`config.mk`:
```
export PLATFORM = sky130hd
export DESIGN_NAME = touch_i2c_slave
export DESIGN_NICKNAME = d
export VERILOG_FILES = /design/src/rtl/touch_port_pkg.sv /design/src/rtl/pin_filter.sv /design/src/rtl/touch_i2c_slave.sv
export SDC_FILE = /design/constraint.sdc
export NUM_CORES = 1
export LEC_CHECK = 0
export ABC_AREA = 1
export BUFFER_PORTS_ARGS = -buffer_cell sky130_fd_sc_hd__buf_2
export CAP_MARGIN = 20
export CORE_MARGIN = 5
export CORE_UTILIZATION = 59
export DETAILED_ROUTE_END_ITERATION = 8
export GPL_ROUTABILITY_DRIVEN = 0
export PLACE_DENSITY = 0.89
export SLEW_MARGIN = 20
export SYNTH_ARGS = -nofsm -noshare
export SYNTH_HDL_FRONTEND = slang
export SYNTH_SLANG_ARGS = --single-unit
```
`constraint.sdc`:
```
create_clock -name core_clk -period 2.2 [get_ports core_clk]
set_input_delay 0 -clock core_clk [delete_from_list [all_inputs] [get_ports core_clk]]
set_output_delay 0 -clock core_clk [all_outputs]
set_load 0.01 [all_outputs]
```
`src/rtl/touch_port_pkg.sv`:
```
// Constants shared by the touch sensor serial slave port
package touch_port_pkg;
	localparam logic [6:0] dev_addr         = 7'h1b;
	localparam logic [7:0] ptr_limit        = 8'h80;
	localparam logic [6:0] det_status_addr  = 7'h02;
	localparam logic [6:0] key_status_addr  = 7'h03;
	localparam logic [6:0] ptr_reset        = 7'h00;
	localparam int         max_scl_khz      = 400;
	localparam int         sync_stages      = 3;

	typedef enum logic [2:0] {
		st_idle    = 3'b000,
		st_addr    = 3'b001,
		st_addr_ak = 3'b010,
		st_wr      = 3'b011,
		st_wr_ak   = 3'b100,
		st_rd      = 3'b101,
		st_rd_ak   = 3'b110
	} link_state_e;
endpackage

```
`src/rtl/pin_filter.sv`:
```
// Three-stage synchroniser with agreement filter for one pin
`timescale 1ns/1ps
module pin_filter (
	input  wire logic core_clk,
	input  wire logic resetn,
	input  wire logic pin,
	output logic      level
);
	typedef struct packed {
		logic [2:0] sh;
		logic       level;
	} filt_s;

	filt_s q;
	filt_s next_q;

	always_comb begin
		next_q = q;
		next_q.sh = {q.sh[1:0], pin};
		if (q.sh[1] == q.sh[2]) begin
			next_q.level = q.sh[2];
		end
	end

	always_ff @(posedge core_clk or negedge resetn) begin
		if (!resetn) begin
			q <= '{sh: 3'b111, level: 1'b1};
		end else begin
			q <= next_q;
		end
	end

	assign level = q.level;
endmodule // pin_filter

```
`src/rtl/touch_i2c_slave.sv`:
```
// Serial slave port of the touch sensor, with change line and table access
// Notes on behaviour
// - Port maps onto byte table, multibyte reads and writes.
// - Change line pulled low after any key change since last read.
// - Change line released once both status bytes are read.
// - If status returns before read, line stays low until both status bytes are read.
// - Only fixed address 0x1b answered, not configurable.
// - Address with write bit is acknowledged.
// - Pointer byte acknowledged when 0x00 to 0x7f, else refused.
// - Data bytes acknowledged only after a valid pointer.
// - Written bytes go to consecutive locations, pointer increments.
// - Read setup pointer acknowledged when below 0x80.
// - Read address acknowledged, then byte at current pointer sent.
// - Pointer advances after each byte sent; host ACK sends next byte; NACK stops.
// - After each read, pointer returns to last written pointer.
// - Sixteen-bit values are not latched; each byte read live.
// - Lines only driven low or released.
// - Mode input high disables serial port for standalone use.
// - Status bytes are addresses 2 and 3.
`timescale 1ns/1ps
module touch_i2c_slave #(
	parameter int addr_width  = 7,
	parameter int table_depth = 128
) (
	input  wire logic       core_clk,
	input  wire logic       resetn,
	input  wire logic       mode_standalone,
	input  wire logic       scl_in,
	output logic            scl_out,
	output logic            scl_oe,
	input  wire logic       sda_in,
	output logic            sda_out,
	output logic            sda_oe,
	output logic            change_out,
	output logic            change_oe,
	input  wire logic       key_event,
	output logic [6:0]      table_addr,
	output logic            table_rd,
	input  wire logic [7:0] table_rdata,
	output logic            table_wr,
	output logic [7:0]      table_wdata
);
	import touch_port_pkg::*;

	// ==========================================================
	// Parameter check
	if (addr_width != 7 || table_depth != int'(ptr_limit)) begin : g_bad_size
		$error("touch_i2c_slave: only a 128-entry table is supported");
	end

	// ==========================================================
	// Pin conditioning
	logic scl_f;
	logic sda_f;
	logic mode_f;

	pin_filter u_scl (
		.core_clk (core_clk),
		.resetn   (resetn),
		.pin      (scl_in),
		.level    (scl_f)
	);

	pin_filter u_sda (
		.core_clk (core_clk),
		.resetn   (resetn),
		.pin      (sda_in),
		.level    (sda_f)
	);

	pin_filter u_mode (
		.core_clk (core_clk),
		.resetn   (resetn),
		.pin      (mode_standalone),
		.level    (mode_f)
	);

	// ==========================================================
	// State
	typedef struct packed {
		link_state_e st;
		logic        scl_d;
		logic        sda_d;
		logic [7:0]  sh;
		logic [3:0]  bitn;
		logic        is_read;
		logic        ptr_phase;
		logic        ptr_ok;
		logic [6:0]  ptr;
		logic [6:0]  base;
		logic        drive_low;
		logic        changed;
		logic        seen_det;
		logic        seen_key;
		logic        any_read;
		logic        rd_req;
		logic        wr_req;
		logic [7:0]  wdata;
		logic        host_ack;
	} port_s;

	port_s q;
	port_s next_q;

	localparam port_s idle_q = '{
		st:        st_idle,
		scl_d:     1'b1,
		sda_d:     1'b1,
		sh:        8'h00,
		bitn:      4'h0,
		is_read:   1'b0,
		ptr_phase: 1'b0,
		ptr_ok:    1'b0,
		ptr:       ptr_reset,
		base:      ptr_reset,
		drive_low: 1'b0,
		changed:   1'b0,
		seen_det:  1'b0,
		seen_key:  1'b0,
		any_read:  1'b0,
		rd_req:    1'b0,
		wr_req:    1'b0,
		wdata:     8'h00,
		host_ack:  1'b0
	};

	// ==========================================================
	// Bus conditions
	logic scl_rise;
	logic scl_fall;
	logic start_c;
	logic stop_c;

	assign scl_rise = scl_f && !q.scl_d;
	assign scl_fall = !scl_f && q.scl_d;
	assign start_c  = scl_f && q.scl_d && q.sda_d && !sda_f;
	assign stop_c   = scl_f && q.scl_d && !q.sda_d && sda_f;

	// ==========================================================
	// Byte decoding
	logic       byte_end;
	logic       addr_hit;
	logic       ptr_valid;
	logic       status_det;
	logic       status_key;
	logic       clear_now;
	logic       first_low;
	logic       next_low;
	logic [3:0] bit_next;
	logic [6:0] ptr_next;
	logic [7:0] rx_shift;
	logic [7:0] tx_shift;

	assign byte_end   = scl_fall && q.bitn == 4'h8;
	assign addr_hit   = q.sh[7:1] == dev_addr;
	assign ptr_valid  = q.sh < ptr_limit;
	assign status_det = q.ptr == det_status_addr;
	assign status_key = q.ptr == key_status_addr;
	assign clear_now  = q.any_read && q.seen_det && q.seen_key;
	assign first_low  = !table_rdata[7];
	assign next_low   = !q.sh[6];
	assign bit_next   = q.bitn + 4'h1;
	assign ptr_next   = q.ptr + 7'h1;
	assign rx_shift   = {q.sh[6:0], sda_f};
	assign tx_shift   = {q.sh[6:0], 1'b0};

	// ==========================================================
	// Next state
	always_comb begin
		next_q        = q;
		next_q.scl_d  = scl_f;
		next_q.sda_d  = sda_f;
		next_q.rd_req = 1'b0;
		next_q.wr_req = 1'b0;

		// Change tracking: a new event wins over a clearing read
		if (clear_now) begin
			next_q.changed  = 1'b0;
			next_q.any_read = 1'b0;
			next_q.seen_det = 1'b0;
			next_q.seen_key = 1'b0;
		end
		if (key_event) begin
			next_q.changed  = 1'b1;
			next_q.any_read = 1'b0;
			next_q.seen_det = 1'b0;
			next_q.seen_key = 1'b0;
		end

		// Link state machine
		if (mode_f) begin
			next_q.st        = st_idle;
			next_q.drive_low = 1'b0;
		end else if (start_c) begin
			next_q.st        = st_addr;
			next_q.bitn      = 4'h0;
			next_q.drive_low = 1'b0;
		end else if (stop_c) begin
			next_q.st        = st_idle;
			next_q.drive_low = 1'b0;
			if (q.is_read) begin
				next_q.ptr = q.base;
			end
		end else begin
			case (q.st)
				st_idle: begin
					next_q.drive_low = 1'b0;
				end
				st_addr, st_wr: begin
					if (scl_rise) begin
						next_q.sh   = rx_shift;
						next_q.bitn = bit_next;
					end
					if (byte_end) begin
						if (q.st == st_addr) begin
							if (addr_hit) begin
								next_q.st        = st_addr_ak;
								next_q.drive_low = 1'b1;
								next_q.is_read   = q.sh[0];
								next_q.ptr_phase = !q.sh[0];
								if (q.sh[0]) begin
									next_q.rd_req = 1'b1;
								end
							end else begin
								next_q.st = st_idle;
							end
						end else if (q.ptr_phase) begin
							next_q.st        = st_wr_ak;
							next_q.ptr_phase = 1'b0;
							next_q.ptr_ok    = ptr_valid;
							next_q.drive_low = ptr_valid;
							if (ptr_valid) begin
								next_q.ptr  = q.sh[6:0];
								next_q.base = q.sh[6:0];
							end
						end else begin
							next_q.st        = st_wr_ak;
							next_q.drive_low = q.ptr_ok;
							if (q.ptr_ok) begin
								next_q.wr_req = 1'b1;
								next_q.wdata  = q.sh;
							end
						end
					end
				end
				st_addr_ak, st_wr_ak: begin
					if (q.wr_req) begin
						next_q.ptr = ptr_next;
					end
					if (scl_fall) begin
						next_q.bitn = 4'h0;
						if (q.is_read && q.st == st_addr_ak) begin
							next_q.st        = st_rd;
							next_q.sh        = table_rdata;
							next_q.drive_low = first_low;
						end else begin
							next_q.st        = st_wr;
							next_q.drive_low = 1'b0;
						end
					end
				end
				st_rd: begin
					if (scl_rise) begin
						next_q.bitn = bit_next;
					end
					if (scl_fall) begin
						if (q.bitn == 4'h8) begin
							next_q.st        = st_rd_ak;
							next_q.drive_low = 1'b0;
							next_q.any_read  = 1'b1;
							if (status_det) begin
								next_q.seen_det = 1'b1;
							end
							if (status_key) begin
								next_q.seen_key = 1'b1;
							end
							next_q.ptr = ptr_next;
						end else begin
							next_q.sh        = tx_shift;
							next_q.drive_low = next_low;
						end
					end
				end
				st_rd_ak: begin
					if (scl_rise) begin
						next_q.host_ack = !sda_f;
						if (!sda_f) begin
							next_q.rd_req = 1'b1;
						end
					end
					if (scl_fall) begin
						next_q.bitn = 4'h0;
						if (q.host_ack) begin
							next_q.st        = st_rd;
							next_q.sh        = table_rdata;
							next_q.drive_low = first_low;
						end else begin
							next_q.st  = st_idle;
							next_q.ptr = q.base;
						end
					end
				end
				default: begin
					next_q.st = st_idle;
				end
			endcase
		end
		// A read ending in the same cycle as a new event does not set any_read, but its status byte still counts as seen
		if (key_event) begin
			next_q.any_read = 1'b0;
		end
	end

	// ==========================================================
	// Registers
	always_ff @(posedge core_clk or negedge resetn) begin
		if (!resetn) begin
			q <= idle_q;
		end else begin
			q <= next_q;
		end
	end

	// ==========================================================
	// Outputs
	assign scl_out     = 1'b0;
	assign scl_oe      = 1'b0;
	assign sda_out     = 1'b0;
	assign sda_oe      = q.drive_low && !mode_f;
	assign change_out  = 1'b0;
	assign change_oe   = q.changed && !mode_f;

	// ==========================================================
	// Table access
	assign table_addr  = q.ptr;
	assign table_rd    = q.rd_req;
	assign table_wr    = q.wr_req;
	assign table_wdata = q.wdata;
endmodule // touch_i2c_slave

```
* After elaboration in Yosys (flattened, before gate mapping)
Cells that the tools add are included.
** Word-level totals
- Flip-flop bits (word level) :: 62
- Output and inout bits :: 23
** Operators by class
- $add $sub $neg :: 2
- $lt $le $gt $ge :: 1
- Equal/unequal tests :: 44
- Mux-type cells :: 77
- Bitwise gates (word level) :: 5
- Reduce and logical (&&, ||, !) cells :: 40
** Operator list (number)
- 14-bit two-way mux :: 4
- 7-bit two-way mux :: 8
- 12-bit one-hot mux with 4 select lines :: 1
- 3-bit two-way mux :: 15
- 3-bit inequality test, second input constant :: 13
- 12-bit two-way mux :: 3
- 9-bit two-way mux :: 4
- 8-bit two-way mux :: 4
- 15-bit two-way mux :: 2
- 5-bit by 4-bit inequality test with 1-bit output, second input constant :: 6
- 7-bit one-hot mux with 4 select lines :: 1
- 7-bit AND reduction :: 4
- 1-bit two-way mux :: 24
- 2-bit inequality test, second input constant :: 10
- 18-bit two-way mux :: 1
- 4-bit two-way mux :: 4
- 8-bit AND reduction :: 2
- 3-bit one-hot mux with 5 select lines :: 1
- 7-bit by 2-bit == test with 1-bit output, second input constant :: 2
- 1-bit logical AND :: 13
- 13-bit AND reduction :: 1
- 6-bit AND reduction :: 2
- 11-bit AND reduction :: 1
- 10-bit two-way mux :: 1
- 23 further kinds :: 42

* Depth between registers and ports, before layout
Gate-level depths: netlist of run 1.
- Depth in word-level cells :: 12
- Mapped depth :: 12
- Depth with buffers taken out :: 12

* By module
Synthesis of run 1 repeated with hierarchy kept, for this count alone.
** Second synthesis, totals
- Cells, all modules :: 465
- Area, all modules :: 3606.0 sq um
** By module, submodules not included
- touch_i2c_slave :: instances 1, cells an instance 441, area an instance 3241.9 sq um, sequential area each 1253.7 sq um
- pin_filter :: instances 3, cells an instance 8, area an instance 121.4 sq um, sequential area each 105.1 sq um

* Worst setup path before layout of run 1
Ideal clock, no wire load.
- Path kind :: register to register
- Start :: register q[33] (netlist name)
- End :: register q, in the netlist table_wdata[5]
- Setup time :: 0.118 ns
- Arrival :: 1.529 ns
- Data required time :: 2.082 ns
- Slack :: 0.552 ns
- Stages on the path, launching flop included :: 11
- Buffers on the path :: 1
- Clock period less this slack :: 1.648 ns
- Cells stage by stage :: dfrtp_1 -> inv_1 -> ha_1 -> nand3_1 -> nor2_4 -> nand2_4 -> nor3_4 -> nand4_4 -> buf_6 -> nand2_2 -> o21ai_2
** On the way
- Word-level cells in the longest chain between the ends :: 3
** Ends and longest elaborated chain
- from (decl) :: RTL line touch_i2c_slave.sv:102 : port_s q;
- from (signal assigned) :: RTL line touch_i2c_slave.sv:318 : q <= idle_q;
- from (signal assigned) :: RTL line touch_i2c_slave.sv:320 : q <= next_q;
- 4-bit == test :: RTL line touch_i2c_slave.sv:154 : assign byte_end = scl_fall && q.bitn == 4'h8;
- 1-bit logical AND :: RTL line touch_i2c_slave.sv:154
- 8-bit AND reduction (no line)
Every way passes these cells.
A chain may end at the register's enable or synchronous reset.

* Worst setup path in the final report of run 1
- Start :: register q[33] (netlist name)
- End :: register q, in the netlist table_wdata[4]
Same word-level chain as after synthesis.

==> metrics.md, run 1 <==
| Metric | Value |
|---|---|
| Met1 GRT Util | between 30% and 40% |
| Worst EP required | between 2 and 2.5 ns |
| # diodes | 0 |
| Largest net degree at the start of global routing | 36 |
| DR iter-0 viols | 402 |
| Post-CTS Setup Bufs | 0 |
| LEAKAGE | 1.99 nW |
| Async S/R FF share, synth | 100% |
| Final Max Slew Viols | 0 |
| Via Count | 2967 |
| Syn_area_per_cell | 8.13 um2 |
| Clk root buf | clkbuf_8 |
| Crit path from | q[33]$_DFFE_PN0P_ |
| Unrepaired setup endpoints after global routing | false |
| CP max FO | 16 |
| Gr ovfl total | 0 |
| Worst-path clk slew | about 0.070 ns |
| Count leader, synth | nand2_1 |
| Antenna Nets Post-Route | 0 |
| Core area | 5850 um2 |
| Setup TNS | 0 ns |
| Post-route cell area | 3870 um2 |
| Fin util | between 60% and 70% |
| Post-synthesis sequential area ratio | 44.5% |
| Predominant post-synthesis flop cell | dfrtp_1 |
| I/O Buffers | 32 |
| FF-to-FF setup slack | about 0.28 ns |
| Worst slew pin tran | 0.667 ns |
| Vias in the first global route | 2836 |
| Clock power share | 31.3% |
| Met3 Use GR | under 10% |
| CTS H-tree depth | 3 |
| Die Wd | 87.3 um |
| Internal | 0.00186 W |
| CP Capture Type | flop |
| Gr usage total | 22.6% |
| Combinational power share | 17.3% |
| Post-Synth Simple-Gate Area | 30.4% |
| Via-to-Cell Ratio | 5.44 |
| Layout cell share with drive strength beyond 1 | 22.8% |
| Total die area | 7630 um2 |
| Net Sw Frac | 31.0% |
| Power Dens Cells | 697 nW/um2 |
| Synth top area share | 34.0% |
| Setup WS post-layout | 0.282 ns |
| Crit-path cells | inv_1 -> ha_1 -> nand3_1 -> nor2_4 -> nand2_4 -> nor3_4 -> nand4_4 -> nand2_1 -> o21ai_2 |
| Largest family of logic cells by synthesized area | simple AND/OR/NAND/NOR gates |
| # resized after CTS | 0 |
| Worst Skew | 0.0101 ns |
| Ranking of synthesized cells by area | dfrtp_1 34%, nand2_1 14%, dfstp_2 10%, inv_1 4.4%, buf_4 4.3% |
| Period Utilization, post-route | just under 90% |
| CTS Buffer Depth | 2 |
| Worst setup path end | table_wdata[4]$_DFFE_PN0P_ |
| Worst vdd ir | 444 uV |
| Slowest cell on crit path | dfrtp_1 |
| Final setup vio count | 0 |
| TritonCTS clock tree | done |
| Mux cell area share after synthesis | 0% |
| Area fraction in compound gates after synthesis | 11.2% |
| Detailed placement HPWL | 5.63 mm |
| Post-Synth Adder-Cell Area | 2.27% |
| Critical path arrival | 2.15 ns |
| CTS buffer count | 9 |
| Worst slack, placed | 0.296 ns |
| Initial antenna violation count | 0 |
| Worst reg2reg path startpoint | q[33]$_DFFE_PN0P_ |
| Busiest layer in global routing | met2 |
| Post-Syn Instances | 434 |
| Cell variety after synth | 41 |
| Post-Synth XOR/XNOR Area | 0.745% |
| Psw | between 0.0008 and 0.0009 W |
| # clock sinks | 62 |
| Fin. Hold Viols | 0 |
| # rows | 28 |
| Synthesized cell area | between 3000 and 4000 um2 |
| Worst r2r dst | table_wdata[4]$_DFFE_PN0P_ |
| Flop and latch count out of synthesis | 62 |
| Nets | 483 |
| Crit path kind | reg -> reg |
| Post-synth EDFFs | 0 |
| Cell taking the most area after synthesis | dfrtp_1 |
| Hold Crit Class | in -> reg |
| Syn. warnings | 0 |
| First-pass detailed-route iteration total | 5 |
| Max Cap Violations | 0 |
| Post-Route WL | 7.71 mm |
| Sequential share of power | 51.4% |
| Final critical-path required period | around 1.9 ns |
| Worst-Skew Late Latency | around 0.35 ns |
| Routed length per instance | 14.2 um |
| Setup crit start kind | flop |
| Global-route wire length before repair | 13.4 mm |
| Status | completed |
| Area after DPL | 3640 um2 |
| Die height | 87.3 um |
| Post-synth top cells | 130 x nand2_1, 48 x dfrtp_1, 41 x inv_1 |
| Slew HR | 55.5% |
| Max frequency | 0.521 GHz |
| DRC Markers | 0 |
| # placed instances | 522 |
| Met2 Resource Use GR | approximately a third |
| Max stage delay on crit path | approximately 0.4 ns |
| Finished Layout Cells | 545 |
| Initial Utilization | 60.3% |
| I/O pins | 37 |
| Area growth from synthesis to layout | 9.79% |
| R2R depth | 9 |
==> cell type report <==
cell class | instances | area, um2
clock inverters | 2 | 10.0
clock buffers | 14 | 153
multi-input cells | 299 | 1590
flip-flops and latches | 62 | 1570
well taps | 75 | 93.8
repair buffers | 42 | 265
fillers | 487 | 1980
inverters | 51 | 191
==> kinds of logic (layout without fill, tap and decap cells) <==
group	after synthesis	in the layout
AND/OR/NAND/NOR	222	222
AO/OA/AOI/OAI	63	63
XOR/XNOR	3	3
adder cells (fa/ha/maj)	7	7
flip-flops	62	62
buffers and inverters	76	109
other	1	4
==> what timing repair did <==
item / in CTS / in global routing
hold endpoints to repair: 36 / 0
endpoints found under the setup margin: 0 / 0
hold buffers: 7 / 0
==> state kept, by name, indices dropped and copies added (netlist names) <==
signal	count
table_rd	1
u_scl.level	1
u_sda.next_q	2
u_scl.next_q	2
u_scl.q	1
u_sda.q	1
u_mode.q	1
u_mode.level	1
table_wr	1
table_wdata	8
u_mode.next_q	2
table_addr	7
q	33
u_sda.level	1
==> worst max-delay path, delay by kind of cell (launching register included) <==
kind / cells / cell delay [ns]
AO/OA/AOI/OAI: 1 / 0.06
adder cells (fa/ha/maj): 1 / 0.17
buffers and inverters: 1 / 0.09
flip-flops: 1 / 0.41
AND/OR/NAND/NOR: 6 / 1.08
==> placed cells by master (no fill, tap or decap), drive strengths merged, types with 12 or more instances in the layout <==
master,instances
buf,35
clkbuf,14
dfrtp,48
dfstp,14
inv,49
nand2,142
nand3,31
nand4,12
nor2,26
o21ai,42
==> layer usage <==
metal | vias up | wire length [um]
li1 | 1443 | -
met1 | 1359 | 3330
met2 | 136 | 3530
met3 | 29 | 644
met4 | 0 | 210
met5 | - | 0
==> stage by stage <==
step	hold WS, ns	power, W
6_report	0.0172	0.00270
3_5_place_dp	0.0785	0.00186
4_1_cts	0.000621	0.00272
3_3_place_gp	0.0600	0.00184
2_1_floorplan	-0.296	0.00171
5_1_grt	0.0327	0.00286
==> power by group through the flow <==
stage | logic (W) | clock network [W] | registers, W
global placement | 0.000442 | 0 | 0.00139
CTS | 0.000467 | 0.000870 | 0.00139
detailed placement | 0.000456 | 0 | 0.00140
finish | 0.000468 | 0.000845 | 0.00139
floorplan | 0.000346 | 0 | 0.00136
global route | 0.000535 | 0.000919 | 0.00140
==> worst min-delay path by stage <==
stage,startpoint,slack [ns],endpoint,cells past startpoint
after floorplan,resetn,-0.30,q[0]$_DFFE_PN0P_,0
after global placement,resetn,0.06,table_wdata[5]$_DFFE_PN0P_,1
after detailed placement,resetn,0.08,table_wdata[1]$_DFFE_PN0P_,1
after CTS,table_rdata[1],0.0006,q[38]$_DFFE_PN0P_,4
after global routing,table_rdata[4],0.03,q[41]$_DFFE_PN0P_,4
final,table_rdata[1],0.02,q[38]$_DFFE_PN0P_,4
Power figures use the tool's default switching activity.
==> run 2: changes to the inputs <==
Settings changed: CORE_UTILIZATION 59 to 63, CTS_CLUSTER_SIZE set to 14, PLACE_DENSITY 0.89 to 0.94.
Clock period 2.2 ns to 2.45 ns, I/O delays scaled along.
==> run 2 against run 1 <==
  * Power is 7.4% lower
  * Setup slack improved by 0.22 ns
  * Sequential share of layout area increased by 0.26 points
  * Final area down 0.65%
  * Die area is 5.6% lower
  * Maximum frequency fell by 1.7%
  * Largest cell class unchanged
==> metrics.md, run 2 (synthesis results as in run 1) <==
| Metric | Value |
|---|---|
| Period Utilization, post-route | 79.6% (-7.5 points) |
| Status | completed |
| I/O Buffers | 32 (unchanged) |
| Worst reg2reg path startpoint | q[47]$_DFFE_PN0P_ |
| Slew HR | 56.5% (+0.94 points) |
| Final critical-path required period | 1.95 ns (+0.0333 ns) |
| Fin util | 70.3% (+4.1 points) |
| TritonCTS clock tree | done |
| Setup crit start kind | flop |
| Clk root buf | clkbuf_8 |
| Post-Route WL | 7.93 mm (+2.8%) |
| Hold Crit Class | in -> reg |
| Antenna Nets Post-Route | 0 (unchanged) |
| FF-to-FF setup slack | 0.50 ns (+0.22 ns) |
| Gr usage total | 23.4% (+0.78 points) |
| CTS buffer count | 9 (unchanged) |
| # rows | 27 (-3.6%) |
| Largest net degree at the start of global routing | 31 (-14%) |
| Metal1 wirelength | 3.27 mm (-1.7%) |
| Most common cell after layout, fill and taps aside | nand2_1 |
| Worst EP required | 2.69 ns (+0.26 ns) |
| Post-route cell area | 3850 um2 (-0.65%) |
| Max frequency | 0.512 GHz (-1.7%) |
| Initial Utilization | 64.5% (+4.2 points) |
| Fin. Hold Viols | 0 (unchanged) |
| Critical path arrival | 2.19 ns (+0.04 ns) |
| CTS Hold Buffers Added | 5 (-2) |
| Unrepaired setup endpoints after global routing | false |
| Worst Skew | 0.0119 ns (+0.00182 ns) |
| Core area | 5470 um2 (-6.5%) |
| # clock sinks | 62 (unchanged) |
| # resized after CTS | 0 (unchanged) |
| Final setup vio count | 0 (unchanged) |
| Top routing layer used | met4 |
| Setup TNS | 0 ns (unchanged) |
| First-pass detailed-route iteration total | 5 (unchanged) |
| Worst r2r dst | table_addr[6]$_DFFE_PN0P_ |
| Vias in the first global route | 2974 (+4.9%) |
| Via Count | 3000 (+1.1%) |
| Worst vdd ir | 534 uV (+20%) |
| Most flops, register | q |
| Wire length on met2 | 3.77 mm (+6.9%) |
| Top delay family on crit path | simple AND/OR/NAND/NOR gates |
| Power Dens Cells | 650 nW/um2 (-6.8%) |
| DRC Markers | 0 (unchanged) |
| Slowest cell on crit path | dfrtp_1 |
| Initial antenna violation count | 0 (unchanged) |
| Max stage delay on crit path | 0.63 ns (+0.22 ns) |
| Hold EP | q[41]$_DFFE_PN0P_ |
| Met3 routed WL | 612 um (-5.0%) |
| CP max FO | 8 (-8) |
| Min-delay src | table_rdata[4] |
| Area growth from synthesis to layout | 9.08% |
| I/O pins | 37 (unchanged) |
| Worst-path clk slew | 0.07 ns (about the same) |
| Area after DPL | 3620 um2 (-0.65%) |
| # placed instances | 518 (-0.77%) |
| Global-route wire length before repair | 13.5 mm (+0.46%) |
| Max reg flops | 33 (unchanged) |
| Gr ovfl total | 0 (unchanged) |
| Layout cell share with drive strength beyond 1 | 22.9% (+0.15 points) |
| Crit-path cells | inv_1 -> nand3_1 -> nand2_1 -> nand2_1 -> nand2_1 -> nor2_1 -> nand2_1 -> nand2_1 -> nand2_2 -> nand2_1 -> nand2_1 |
| Nets | 480 (-0.62%) |
| CTS H-tree depth | 3 (unchanged) |
| Crit path kind | reg -> reg |
| Worst-Skew Late Latency | 0.35 ns (about the same) |
| Finished Layout Cells | 539 (-1.1%) |
| Routed length per instance | 14.7 um (+4.0%) |
| CP Capture Type | flop |
| Worst slew pin tran | 0.653 ns (-0.0142 ns) |
| DR iter-0 viols | 337 (-16%) |
| # diodes | 0 (unchanged) |
| Cells on Worst Hold Path | 4 (unchanged) |
| Detailed placement HPWL | 5.82 mm (+3.3%) |
| LEAKAGE | 1.98 nW (-0.43%) |
| Die height | 84.8 um (-2.9%) |
| R2R depth | 11 (+2) |
| Post-CTS Setup Bufs | 0 (unchanged) |
| Total die area | 7200 um2 (-5.6%) |
| Worst hold slack | 0.0170 ns (-0.000281 ns) |
| CP most frequent cell | nand2_1 |
| Die Wd | 84.8 um (-2.9%) |
| Buffers & Inverters on Critical Path | 1 (unchanged) |
| Leading cell types in the layout, fill and taps excluded | 130 x nand2_1, 48 x dfrtp_1, 41 x inv_1 |
| Final Max Slew Viols | 0 (unchanged) |
| Max Cap Violations | 0 (unchanged) |
| Via-to-Cell Ratio | 5.57 (+2.2%) |
| CTS Buffer Depth | 2 (unchanged) |
-- run 2: cell types whose count changed in the layout (fill, tap and decap cells not counted) --
cell | previous run | this run
clkbuf_8 | 10 | 12
clkinv_2 | 2 | 1
clkbuf_1 | 4 | 3
dlygate4sd3_1 | 7 | 5
buf_12 | 1 | 0
-- run 2: power by group --
part / total, W / switching [W] / internal [W]
clock: 0.000826 / 0.000376 / 0.000450
sequential: 0.00125 / 0.000116 / 0.00114
combinational: 0.000423 / 0.000282 / 0.000142
-- run 2: layout make-up --
type / count / area (um2)
clock buffers: 15 / 176
clock inverters: 1 / 5.00
fillers: 421 / 1620
inverters: 51 / 191
multi-input cells: 299 / 1590
flip-flops and latches: 62 / 1570
well taps: 72 / 90.1
repair buffers: 39 / 225
-- run 2: worst max path at each step --
stage	start	endpoint	slack (ns)	cells after the start
floorplan	q[33]$_DFFE_PN0P_	table_wdata[5]$_DFFE_PN0P_	0.80	10
global placement	q[33]$_DFFE_PN0P_	table_wdata[3]$_DFFE_PN0P_	0.60	9
detailed placement	q[33]$_DFFE_PN0P_	table_wdata[0]$_DFFE_PN0P_	0.53	9
CTS	q[33]$_DFFE_PN0P_	table_wdata[3]$_DFFE_PN0P_	0.52	9
global route	q[47]$_DFFE_PN0P_	table_addr[0]$_DFFE_PN0P_	0.30	11
finish	q[47]$_DFFE_PN0P_	table_addr[6]$_DFFE_PN0P_	0.50	11
-- run 2: layer usage --
metal,vias up,global-route usage [%]
li1,1433,-
met1,1386,28.9
met2,152,39.1
met3,29,4.37
met4,0,11.7
met5,-,0
-- run 2: worst register-to-register path: cells and delay by family, from the launching register on --
family / cells / cell delay, ns
buf+inv: 1 / 0.19
flops: 1 / 0.63
simple gates: 10 / 1.06
-- run 2: stage by stage --
stage | setup WS, ns | total power, W
after floorplan | 0.802 | 0.00153
after global placement | 0.597 | 0.00165
after detailed placement | 0.527 | 0.00167
after CTS | 0.522 | 0.00250
after global routing | 0.305 | 0.00262
final | 0.499 | 0.00250
